$ cat src/pkg/rpc_pkg.sv
package rpc_pkg;

    localparam int PORTS = 4;

    // Register offsets
    localparam logic [7:0] OFS_RX_INPUT_DISABLE_CONTROL = 8'h0c;
    localparam logic [7:0] OFS_VIDEO_FORWARDING_CONTROL = 8'h20;
    localparam logic [7:0] OFS_PORT_PAGE_SELECT         = 8'h4c;
    localparam logic [7:0] OFS_PORT_STATUS              = 8'h4d;
    localparam logic [7:0] OFS_EQ_CONTROL               = 8'hd2;
    localparam logic [7:0] OFS_EQ_STATUS                = 8'hd3;
    localparam logic [7:0] OFS_EQ_RELOCK                = 8'hd4;
    localparam logic [7:0] OFS_EQ_RANGE                 = 8'hd5;
    localparam logic [7:0] OFS_PORT0_DIRECT_I2C_ADDRESS = 8'hf8;
    localparam logic [7:0] OFS_PORT3_DIRECT_I2C_ADDRESS = 8'hfb;

    // Field positions
    localparam int EQ_RESTART_BIT  = 0;
    localparam int EQ_FLOOR_LSB    = 0;
    localparam int EQ_MAX_LSB      = 4;
    localparam int DIRECT_ADDR_LSB = 1;

    // Values after reset
    localparam logic [7:0] RST_RX_INPUT_DISABLE = 8'h00;
    localparam logic [7:0] RST_FORWARDING       = 8'h00;
    localparam logic [7:0] RST_DIRECT_ADDRESS   = 8'h00;
    localparam logic [7:0] RST_EQ_RANGE         = 8'hf0;
    localparam logic [7:0] RST_EQ_RELOCK        = 8'hff;
    localparam logic [3:0] RST_EQ_SETTING       = 4'h0;

    // Main I2C address of the hub; value is arbitrary
    localparam logic [6:0] DEVICE_I2C_ADDRESS = 7'h30;

    // Dwell time granule of the equalizer lock search
    localparam int CLOCK_PERIOD_NS    = 5;
    localparam int RELOCK_UNIT_NS     = 10240;
    localparam int RELOCK_UNIT_CYCLES = (RELOCK_UNIT_NS + CLOCK_PERIOD_NS - 1) / CLOCK_PERIOD_NS;
    localparam int DWELL_W            = 19;

    typedef enum logic [1:0] {
        RPC_EQ_OFF,
        RPC_EQ_SEARCH,
        RPC_EQ_LOCKED
    } rpc_eq_state_e;

endpackage

$ cat src/pkg/rpc_eq_if.sv
`timescale 1ns/1ps
`default_nettype none

interface rpc_eq_if;
    logic [3:0]      restart;
    logic [3:0]      port_disable;
    logic [3:0][7:0] range_cfg;
    logic [3:0][7:0] relock_cfg;
    logic [3:0]      locked;
    logic [3:0][3:0] setting;

    modport ctl (output restart, output port_disable, output range_cfg, output relock_cfg,
                 input locked, input setting);
    modport eq  (input restart, input port_disable, input range_cfg, input relock_cfg,
                 output locked, output setting);
endinterface

`default_nettype wire

$ cat src/verilog/rpc_line_equalizer.sv
`timescale 1ns/1ps
`default_nettype none

module rpc_line_equalizer #(
    parameter int RELOCK_UNIT_CYCLES = rpc_pkg::RELOCK_UNIT_CYCLES
) (
    input  wire logic       clock,
    input  wire logic       reset,
    input  wire logic [3:0] cdr_lock,
    rpc_eq_if.eq            eq_bus
);

    typedef struct packed {
        rpc_pkg::rpc_eq_state_e            st;
        logic [3:0]                        setting;
        logic [rpc_pkg::DWELL_W-1:0]       dwell;
    } rpc_port_s;

    typedef struct packed {
        rpc_port_s [3:0] p;
    } rpc_eq_s;

    rpc_eq_s r;
    rpc_eq_s next_r;

    logic [3:0]                  floor_v;
    logic [3:0]                  max_v;
    logic [rpc_pkg::DWELL_W-1:0] target;

    // One search engine per receive port
    // Independent port engines
    always_comb begin
        next_r  = r;
        floor_v = '0;
        max_v   = '0;
        target  = '0;
        for (int i = 0; i < rpc_pkg::PORTS; i++) begin
            floor_v = eq_bus.range_cfg[i][rpc_pkg::EQ_FLOOR_LSB +: 4];
            max_v   = eq_bus.range_cfg[i][rpc_pkg::EQ_MAX_LSB +: 4];
            // Zero relock field still dwells one granule
            target  = rpc_pkg::DWELL_W'(RELOCK_UNIT_CYCLES)
                    * ((eq_bus.relock_cfg[i] == 8'h00) ? rpc_pkg::DWELL_W'(1)
                                                       : rpc_pkg::DWELL_W'(eq_bus.relock_cfg[i]));
            if (eq_bus.port_disable[i]) begin
                next_r.p[i].st      = rpc_pkg::RPC_EQ_OFF;
                next_r.p[i].setting = floor_v;
                next_r.p[i].dwell   = '0;
            end else if (eq_bus.restart[i] || r.p[i].st == rpc_pkg::RPC_EQ_OFF) begin
                next_r.p[i].st      = rpc_pkg::RPC_EQ_SEARCH;
                next_r.p[i].setting = floor_v;
                next_r.p[i].dwell   = '0;
            end else begin
                unique case (r.p[i].st)
                    rpc_pkg::RPC_EQ_SEARCH: begin
                        if (r.p[i].dwell >= target - rpc_pkg::DWELL_W'(1)) begin
                            next_r.p[i].dwell = '0;
                            if (cdr_lock[i]) begin
                                next_r.p[i].st = rpc_pkg::RPC_EQ_LOCKED;
                            end else if (r.p[i].setting >= max_v) begin
                                next_r.p[i].setting = floor_v;
                            end else begin
                                next_r.p[i].setting = r.p[i].setting + 4'h1;
                            end
                        end else begin
                            next_r.p[i].dwell = r.p[i].dwell + rpc_pkg::DWELL_W'(1);
                        end
                    end
                    rpc_pkg::RPC_EQ_LOCKED: begin
                        if (!cdr_lock[i]) begin
                            next_r.p[i].st      = rpc_pkg::RPC_EQ_SEARCH;
                            next_r.p[i].dwell   = '0;
                            next_r.p[i].setting = (r.p[i].setting >= max_v) ? floor_v
                                                : r.p[i].setting + 4'h1;
                        end
                    end
                    default: begin
                        next_r.p[i].st = rpc_pkg::RPC_EQ_SEARCH;
                    end
                endcase
            end
        end
    end

    always_ff @(posedge clock) begin
        if (reset) begin
            for (int i = 0; i < rpc_pkg::PORTS; i++) begin
                r.p[i].st      <= rpc_pkg::RPC_EQ_SEARCH;
                r.p[i].setting <= rpc_pkg::RST_EQ_SETTING;
                r.p[i].dwell   <= '0;
            end
        end else begin
            r <= next_r;
        end
    end

    always_comb begin
        for (int i = 0; i < rpc_pkg::PORTS; i++) begin
            eq_bus.locked[i]  = (r.p[i].st == rpc_pkg::RPC_EQ_LOCKED);
            eq_bus.setting[i] = r.p[i].setting;
        end
    end

endmodule

`default_nettype wire

$ cat src/verilog/rpc_port_paging.sv
// Notes on behaviour
// - Four receive ports run side by side, each with its own control and status registers.
// - Register 0x0c holds one disable bit per receive input, bit i for port i.
// - Only the local host may write the disable bits; remote writes to 0x0c are dropped.
// - Register 0x4c picks which port's page the port-specific offsets reach.
// - A remote access on behalf of port p sees its own page select, which resets to p.
// - Registers 0xf8-0xfb hold a 7-bit direct address per port that reaches it without paging.
// - Accesses to a direct port address also reach every shared register.
// - Forwarding is off after reset until software sets the per-port bits of 0x20.
// - Each port's equalizer keeps watching the link and holds a working setting.
// - When a port loses lock its equalizer steps to the next setting and searches again until relock.
// - Equalizer control and status sit at port-specific offsets 0xd2 to 0xd5.
// - The search dwells a programmed period on each setting and stops while lock holds.
`timescale 1ns/1ps
`default_nettype none

module rpc_port_paging #(
    parameter int RELOCK_UNIT_CYCLES = rpc_pkg::RELOCK_UNIT_CYCLES
) (
    input  wire logic        clock,
    input  wire logic        reset,
    input  wire logic        acc_valid,
    input  wire logic        acc_write,
    input  wire logic        acc_local,
    input  wire logic [1:0]  acc_port,
    input  wire logic [6:0]  acc_dev_addr,
    input  wire logic [7:0]  acc_offset,
    input  wire logic [7:0]  acc_wdata,
    input  wire logic [3:0]  cdr_lock,
    output logic             rsp_valid,
    output logic             rsp_hit,
    output logic [7:0]       rsp_rdata,
    output logic [3:0]       lock_status,
    output logic [3:0]       video_forward_enable,
    output logic [15:0]      eq_setting
);

    typedef struct packed {
        logic [7:0]      rx_input_disable_control;
        logic [7:0]      video_forwarding_control;
        logic [4:0][1:0] port_page_select;
        logic [3:0][7:0] direct_i2c_address;
        logic [3:0][7:0] eq_range;
        logic [3:0][7:0] eq_relock;
        logic [3:0]      restart;
        logic            rsp_valid;
        logic            rsp_hit;
        logic [7:0]      rsp_rdata;
        logic [3:0]      lock_out;
        logic [3:0]      fwd_out;
    } rpc_regs_s;

    rpc_regs_s r;
    rpc_regs_s next_r;

    // Four remote views plus the local host's own view, kept last
    localparam int VIEWS = rpc_pkg::PORTS + 1;

    logic [2:0] view;
    logic       hit;
    logic [1:0] port;
    logic [7:0] rdata;

    // Engines run on their own; the page only picks which one a host sees
    rpc_eq_if eq_bus ();

    rpc_line_equalizer #(
        .RELOCK_UNIT_CYCLES (RELOCK_UNIT_CYCLES)
    ) u_equalizer (
        .clock    (clock),
        .reset    (reset),
        .cdr_lock (cdr_lock),
        .eq_bus   (eq_bus.eq)
    );

    always_comb begin
        next_r         = r;
        // Restart is a one-cycle strobe, so its control offset reads back zero
        next_r.restart = '0;
        // Local host uses view 4; remote port p uses view p
        // Per-origin page select
        view = acc_local ? 3'(rpc_pkg::PORTS) : {1'b0, acc_port};
        hit  = 1'b0;
        port = r.port_page_select[view];
        // Main address goes through the page
        if (acc_dev_addr == rpc_pkg::DEVICE_I2C_ADDRESS) begin
            hit = 1'b1;
        end
        // A zero address field means unused, so a fresh part never aliases
        // Direct per-port address bypasses paging
        for (int i = 0; i < rpc_pkg::PORTS; i++) begin
            if (r.direct_i2c_address[i][rpc_pkg::DIRECT_ADDR_LSB +: 7] != 7'h00 &&
                r.direct_i2c_address[i][rpc_pkg::DIRECT_ADDR_LSB +: 7] == acc_dev_addr) begin
                hit  = 1'b1;
                port = 2'(i);
            end
        end

        // Shared offsets decode alike for every address
        rdata = 8'h00;
        case (acc_offset)
            rpc_pkg::OFS_RX_INPUT_DISABLE_CONTROL: begin
                rdata = r.rx_input_disable_control;
            end
            rpc_pkg::OFS_VIDEO_FORWARDING_CONTROL: begin
                rdata = r.video_forwarding_control;
            end
            rpc_pkg::OFS_PORT_PAGE_SELECT: begin
                rdata = {6'h00, r.port_page_select[view]};
            end
            rpc_pkg::OFS_PORT_STATUS: begin
                rdata = {r.fwd_out, r.lock_out};
            end
            rpc_pkg::OFS_EQ_CONTROL: begin
                rdata = 8'h00;
            end
            rpc_pkg::OFS_EQ_STATUS: begin
                rdata = {4'h0, eq_bus.setting[port]};
            end
            rpc_pkg::OFS_EQ_RELOCK: begin
                rdata = r.eq_relock[port];
            end
            rpc_pkg::OFS_EQ_RANGE: begin
                rdata = r.eq_range[port];
            end
            default: begin
                if (acc_offset >= rpc_pkg::OFS_PORT0_DIRECT_I2C_ADDRESS &&
                    acc_offset <= rpc_pkg::OFS_PORT3_DIRECT_I2C_ADDRESS) begin
                    rdata = r.direct_i2c_address[acc_offset[1:0]];
                end
            end
        endcase

        // Unmatched addresses still answer, with hit low, so the host can NACK
        next_r.rsp_valid = acc_valid;
        next_r.rsp_hit   = acc_valid && hit;
        // Writes and misses return zero so stale data never leaks out
        next_r.rsp_rdata = (acc_valid && hit && !acc_write) ? rdata : 8'h00;

        if (acc_valid && hit && acc_write) begin
            case (acc_offset)
                rpc_pkg::OFS_RX_INPUT_DISABLE_CONTROL: begin
                    if (acc_local) begin
                        next_r.rx_input_disable_control = acc_wdata;
                    end
                end
                rpc_pkg::OFS_VIDEO_FORWARDING_CONTROL: begin
                    next_r.video_forwarding_control = acc_wdata;
                end
                // Each origin moves only its own page
                rpc_pkg::OFS_PORT_PAGE_SELECT: begin
                    next_r.port_page_select[view] = acc_wdata[1:0];
                end
                rpc_pkg::OFS_EQ_CONTROL: begin
                    next_r.restart[port] = acc_wdata[rpc_pkg::EQ_RESTART_BIT];
                end
                rpc_pkg::OFS_EQ_RELOCK: begin
                    next_r.eq_relock[port] = acc_wdata;
                end
                rpc_pkg::OFS_EQ_RANGE: begin
                    next_r.eq_range[port] = acc_wdata;
                end
                // Status and setting offsets are read only
                default: begin
                    if (acc_offset >= rpc_pkg::OFS_PORT0_DIRECT_I2C_ADDRESS &&
                        acc_offset <= rpc_pkg::OFS_PORT3_DIRECT_I2C_ADDRESS) begin
                        next_r.direct_i2c_address[acc_offset[1:0]] = acc_wdata;
                    end
                end
            endcase
        end

        // Masked here too, so a disable bit acts before the engine stops
        // Disabled port gives no lock and no video
        for (int i = 0; i < rpc_pkg::PORTS; i++) begin
            next_r.lock_out[i] = eq_bus.locked[i] && !r.rx_input_disable_control[i];
            next_r.fwd_out[i]  = r.video_forwarding_control[i] && !r.rx_input_disable_control[i];
        end
    end

    always_ff @(posedge clock) begin
        if (reset) begin
            r.rx_input_disable_control <= rpc_pkg::RST_RX_INPUT_DISABLE;
            r.video_forwarding_control <= rpc_pkg::RST_FORWARDING;
            // Each remote view starts on its own page; the local view starts on page 0
            for (int v = 0; v < VIEWS; v++) begin
                r.port_page_select[v] <= 2'(v);
            end
            // Direct addresses start unused, so only the main address answers
            for (int i = 0; i < rpc_pkg::PORTS; i++) begin
                r.direct_i2c_address[i] <= rpc_pkg::RST_DIRECT_ADDRESS;
                r.eq_range[i]           <= rpc_pkg::RST_EQ_RANGE;
                r.eq_relock[i]          <= rpc_pkg::RST_EQ_RELOCK;
            end
            r.restart   <= '0;
            r.rsp_valid <= 1'b0;
            r.rsp_hit   <= 1'b0;
            r.rsp_rdata <= 8'h00;
            r.lock_out  <= '0;
            r.fwd_out   <= '0;
        end else begin
            r <= next_r;
        end
    end

    assign eq_bus.restart      = r.restart;
    assign eq_bus.port_disable = r.rx_input_disable_control[3:0];
    assign eq_bus.range_cfg    = r.eq_range;
    assign eq_bus.relock_cfg   = r.eq_relock;

    assign rsp_valid            = r.rsp_valid;
    assign rsp_hit              = r.rsp_hit;
    assign rsp_rdata            = r.rsp_rdata;
    assign lock_status          = r.lock_out;
    assign video_forward_enable = r.fwd_out;
    assign eq_setting           = eq_bus.setting;

endmodule

`default_nettype wire
$ cat config.mk
export PLATFORM = sky130hd
export DESIGN_NAME = rpc_port_paging
export DESIGN_NICKNAME = d
export VERILOG_FILES = /design/src/pkg/rpc_pkg.sv /design/src/pkg/rpc_eq_if.sv /design/src/verilog/rpc_line_equalizer.sv /design/src/verilog/rpc_port_paging.sv
export SDC_FILE = /design/constraint.sdc
export NUM_CORES = 1
export LEC_CHECK = 0
export BUFFER_PORTS_ARGS = -buffer_cell sky130_fd_sc_hd__buf_4
export CORE_MARGIN = 3
export CORE_UTILIZATION = 40
export DETAILED_ROUTE_END_ITERATION = 6
export HOLD_SLACK_MARGIN = 0.1
export PLACE_DENSITY_LB_ADDON = 0.25
export SLEW_MARGIN = 20
export SYNTH_ARGS = -nofsm -noshare
export SYNTH_HDL_FRONTEND = slang
export SYNTH_SLANG_ARGS = --single-unit
$ cat constraint.sdc
create_clock -name clock -period 5 [get_ports clock]
set_input_delay 0.75 -clock clock [delete_from_list [all_inputs] [get_ports clock]]
set_output_delay 0.75 -clock clock [all_outputs]
set_load 0.02 [all_outputs]
==> metrics.sh <==
RUN_STATUS='complete, no violations'
GLOBALROUTEMET1UTIL=0.286
YS_SEQ_AREA_FRAC=0.359
P_CLK_FRAC=0.481
TIMING.MAX_SLEW.REL_SLACK=0.401
CLOCK_TREE.HTREE_LEVEL_COUNT=1
TRITONCTS='yes'
FINALHOLDVIOLCOUNT=0
WORST-SLEW-PIN-TRANSITION_PS=897
DP_HPWL_UM=26900
OVERALL_ROUTING_RESOURCE_USAGE=0.202
DIE_H_UM=190
PERIOD_MINUS_SLACK_PS=4010
MAXIMUM_RESISTIVE_DROP_ON_VDD_mV=0.238
CLKSLEWWORSTSETUPHOLDPATHS_PS=60
INITIAL_CORE_UTIL=0.412
CLOCKBUFFERDEPTH=3
TIMING.CRITICAL_PATH.REQUIRED_PS=5440
YOSYS_WARNINGS=0
SYNTH_LARGEST_AREA_CELL='sky130_fd_sc_hd__dfxtp_1'
SYNTHESIS.AREA_PER_INSTANCE_SQ_UM=8.51
CRIT_PATH_START_KIND='flip-flop'
DRT-INITIAL-DRC-COUNT=1030
POST_SYNTH_CELL_TYPES=78
LAYOUT_SETUP_WS_PS=987
POST_CTS.RESIZED_INSTANCES=0
SYNTH_TOP_AREA_FRAC=0.359
PRE_CTS_SLACK_PS=1030
DETAILROUTE.VIA_COUNT=11700
GRT_FIRST_PASS_WIRELENGTH_UM=59400
P_SW_FRAC=0.235
SETUP-VIOLATIONS-FINAL=0
FILL_CELLS=3292
DRT_PASS1_ITERATIONS=6
SLEW_VIOLATIONS=0
GRT_ANTENNA_BEFORE_REPAIR=0
WORSTPATHMAXFANOUT=14
RSZ0062_AT_GRT='false'
SYNTHCELLS=1599
MAXCAPVIOLATIONS=0
FLOORPLAN.DIE_AREA_SQ_MM=0.0363
GRT_USE_MET3=0.0261
IO-PIN-COUNT=68
FINAL_NET_COUNT=1681
POSTSYNTH.TOPFLOPCELL='sky130_fd_sc_hd__dfxtp_1'
NET-SWITCHING-POWER_uW=974
MIN-DELAY-PATH-CLASS='primary input to flip-flop'
YS_TOP_CELLS_BY_AREA='sky130_fd_sc_hd__dfxtp_1 36%, sky130_fd_sc_hd__mux2i_1 6.2%, sky130_fd_sc_hd__ha_1 5.5%'
NUMPORTBUFFERS=67
FINCLKSKEW_PS=19.9
FLOORPLAN.DIE.WIDTH_UM=190
NUMBER_OF_POST_CTS_SETUP_REPAIR_BUFFERS=0
CTS_ROOT_BUF='sky130_fd_sc_hd__clkbuf_16'
CRIT_PATH_END_KIND='flip-flop'
COREAREA_SQ_MM=0.0330
CTS.HOLD.BUFFERS_ADDED=0
SYNTH_SEQ_CELLS=244
CRITICAL_PATH_ARRIVAL_PS=4450
GLOBALROUTEMET2UTIL=0.329
YS_ASYNC_SR_FRACTION=0
FIN_UTIL=0.456
MULTI_INPUT_AREA_SQ_MM=0.00785
FIRST_GLOBAL_VIAS=10700
FLOORPLAN.ROWS=66
POWER.SHARE.COMBINATIONAL=0.046
AVGVIACOUNTPERCELL=5.72
NETLIST_AREA_SQ_MM=0.0136
ANTENNA_CELLS=0
REMAINING_DRC_ERRORS=0
GRT_OVERFLOW=0
SEQCELLAREA_SQ_MM=0.00488
NETLIST_TOP_CELLS_COUNT='244 x sky130_fd_sc_hd__dfxtp_1, 198 x sky130_fd_sc_hd__nor2_1, 98 x sky130_fd_sc_hd__nand2_1'
POWER-PER-CELL-AREA_mW_PER_MM2=275
LAYOUT-DRIVE-GT1-SHARE=0.106
CLK_LATENCY_PS=560
INTERNAL_POWER_mW=3.17
GRT_MAX_DEGREE=84
COUNT_OF_FLIP_FLOPS_WITH_A_BUILT_IN_ENABLE_AFTER_SYNTHESIS=0
CRIT_TYPE='flip-flop to flip-flop'
ROUTE.DETAILED.WL_PER_INST_UM=18.3
POWER.SHARE.SEQUENTIAL=0.474
FMAX_MHz=249
WL_UM=37600
MAPPEDNETLISTNETS=1693
AREA_GROWTH_FROM_SYNTHESIS_TO_FINAL_LAYOUT_PCT=10.6
CLOCK-SINKS=244
SETUP-TNS-FINAL_PS=0
ANT_NETS=0
SYNTH_MOST_COMMON_CELL='sky130_fd_sc_hd__dfxtp_1'
FINAL_MIN_PERIOD_OVER_CLOCK_PERIOD=0.803
ROUTABILITY_CONGESTION=0.919
GR-MAX-USAGE-LAYER='met2'
P_LEAK_nW=6.07
CTS_BUFFERS=29
[cell usage in the layout (no fill, tap or decap), types with 5 or more instances in the layout]
master,netlist,layout
sky130_fd_sc_hd__xor2_1,16,16
sky130_fd_sc_hd__nor3b_1,15,15
sky130_fd_sc_hd__or2_2,7,7
sky130_fd_sc_hd__nor2b_1,27,26
sky130_fd_sc_hd__mux2i_1,84,84
sky130_fd_sc_hd__o31a_1,10,10
sky130_fd_sc_hd__nand2_1,98,98
sky130_fd_sc_hd__a311oi_1,16,16
sky130_fd_sc_hd__o21a_1,7,7
sky130_fd_sc_hd__or3_1,18,18
sky130_fd_sc_hd__buf_4,39,82
sky130_fd_sc_hd__and2_1,10,10
sky130_fd_sc_hd__nor2_1,198,198
sky130_fd_sc_hd__or4_1,5,5
sky130_fd_sc_hd__xnor2_1,33,33
sky130_fd_sc_hd__a221oi_1,5,5
sky130_fd_sc_hd__nand4_1,19,19
sky130_fd_sc_hd__a22oi_1,23,23
sky130_fd_sc_hd__clkbuf_8,0,6
sky130_fd_sc_hd__a21o_1,12,12
sky130_fd_sc_hd__a222oi_1,14,14
sky130_fd_sc_hd__o21ai_0,79,79
sky130_fd_sc_hd__o31ai_1,8,8
sky130_fd_sc_hd__dfxtp_1,244,244
sky130_fd_sc_hd__clkbuf_1,66,6
sky130_fd_sc_hd__nor4_1,18,17
sky130_fd_sc_hd__a211o_1,55,55
sky130_fd_sc_hd__nand2b_1,23,23
sky130_fd_sc_hd__a22o_1,5,5
sky130_fd_sc_hd__a21oi_1,83,83
sky130_fd_sc_hd__mux4_2,10,10
sky130_fd_sc_hd__and3_1,37,37
sky130_fd_sc_hd__nor3_1,32,31
sky130_fd_sc_hd__clkinv_2,0,9
sky130_fd_sc_hd__clkbuf_16,0,29
sky130_fd_sc_hd__inv_1,66,66
sky130_fd_sc_hd__nand3_1,54,54
sky130_fd_sc_hd__ha_1,60,60
sky130_fd_sc_hd__a31oi_1,18,18
[worst paths after layout]
check / start / end / slack, ps / depth (start not counted)
setup reg to reg: eq_bus.relock_cfg[2] / u_equalizer.r[16] / 990 / 16
hold reg to reg: u_equalizer.r[30] / u_equalizer.r[30] / 460 / 1
hold / removal: acc_valid / rsp_valid / 450 / 2
setup / recovery: eq_bus.relock_cfg[2] / u_equalizer.r[16] / 990 / 16
[sequential cells by signal, indices dropped and copies added (netlist names)]
| signal | count |
|---|---|
| video_forward_enable | 4 |
| lock_status | 4 |
| u_equalizer.r | 84 |
| rsp_rdata | 8 |
| eq_bus.range_cfg | 32 |
| eq_bus.restart | 4 |
| r | 54 |
| rsp_hit | 1 |
| rsp_valid | 1 |
| eq_bus.relock_cfg | 32 |
| eq_bus.port_disable | 4 |
| u_equalizer.eq_bus.setting | 16 |
[layer usage]
metal,share of wire,routed length (um)
met4,0.019,728
met5,0,0
met2,0.46,17300
met3,0.059,2210
met1,0.46,17300
[critical path, stage by stage (launching register included)]
cell                       delay [ps]
sky130_fd_sc_hd__dfxtp_1          360
sky130_fd_sc_hd__or4_1            550
sky130_fd_sc_hd__or3_1            340
sky130_fd_sc_hd__o21bai_1         230
sky130_fd_sc_hd__inv_1             80
sky130_fd_sc_hd__ha_1             280
sky130_fd_sc_hd__ha_1             290
sky130_fd_sc_hd__a21oi_1          170
sky130_fd_sc_hd__nor2b_1           60
sky130_fd_sc_hd__o21ai_0          150
sky130_fd_sc_hd__a31o_2           180
sky130_fd_sc_hd__a21oi_1           60
sky130_fd_sc_hd__buf_4            180
sky130_fd_sc_hd__nor2_1           360
sky130_fd_sc_hd__buf_4            260
sky130_fd_sc_hd__a21oi_1           80
sky130_fd_sc_hd__a311oi_1         250
[final cells by class]
class / instances / area share
clock buffer: 41 / 0.0552
clock inverter: 12 / 0.00466
inverter: 66 / 0.0165
multi-input combinational: 1164 / 0.521
sequential: 244 / 0.325
tap: 442 / 0.0367
timing repair buffer: 82 / 0.0409
[stage by stage]
step,instance area [sq um],hold slack (ps),cells,total power [mW]
2_1_floorplan,13600,428,1599,2.12
3_3_place_gp,14100,456,1998,2.19
3_5_place_dp,14100,453,1998,2.19
4_1_cts,15000,426,2051,4.20
5_1_grt,15000,445,2051,4.29
6_report,15000,451,2051,4.14
[cells by family (layout without fill, tap and decap cells)]
| logic type | Yosys count | in the layout | share of synthesized area |
|---|---|---|---|
| xor gates and xnor gates | 49 | 49 | 0.0315 |
| DFF | 244 | 244 | 0.359 |
| buffers and inverters | 191 | 201 | 0.0658 |
| muxes | 96 | 96 | 0.0800 |
| and+or+nand+nor | 583 | 583 | 0.213 |
| adders and majority gates | 60 | 60 | 0.0552 |
| AOI/OAI and AO/OA | 376 | 376 | 0.195 |
[power by group through the flow]
stage	logic [mW]	clock network (mW)	registers [mW]
after detailed placement	0.186	0	2.00
after floorplan	0.121	0	2.00
after global placement	0.185	0	2.00
after global routing	0.204	2.13	1.96
final	0.190	1.99	1.96
after CTS	0.187	2.05	1.96
Power figures use the tool's default switching activity.
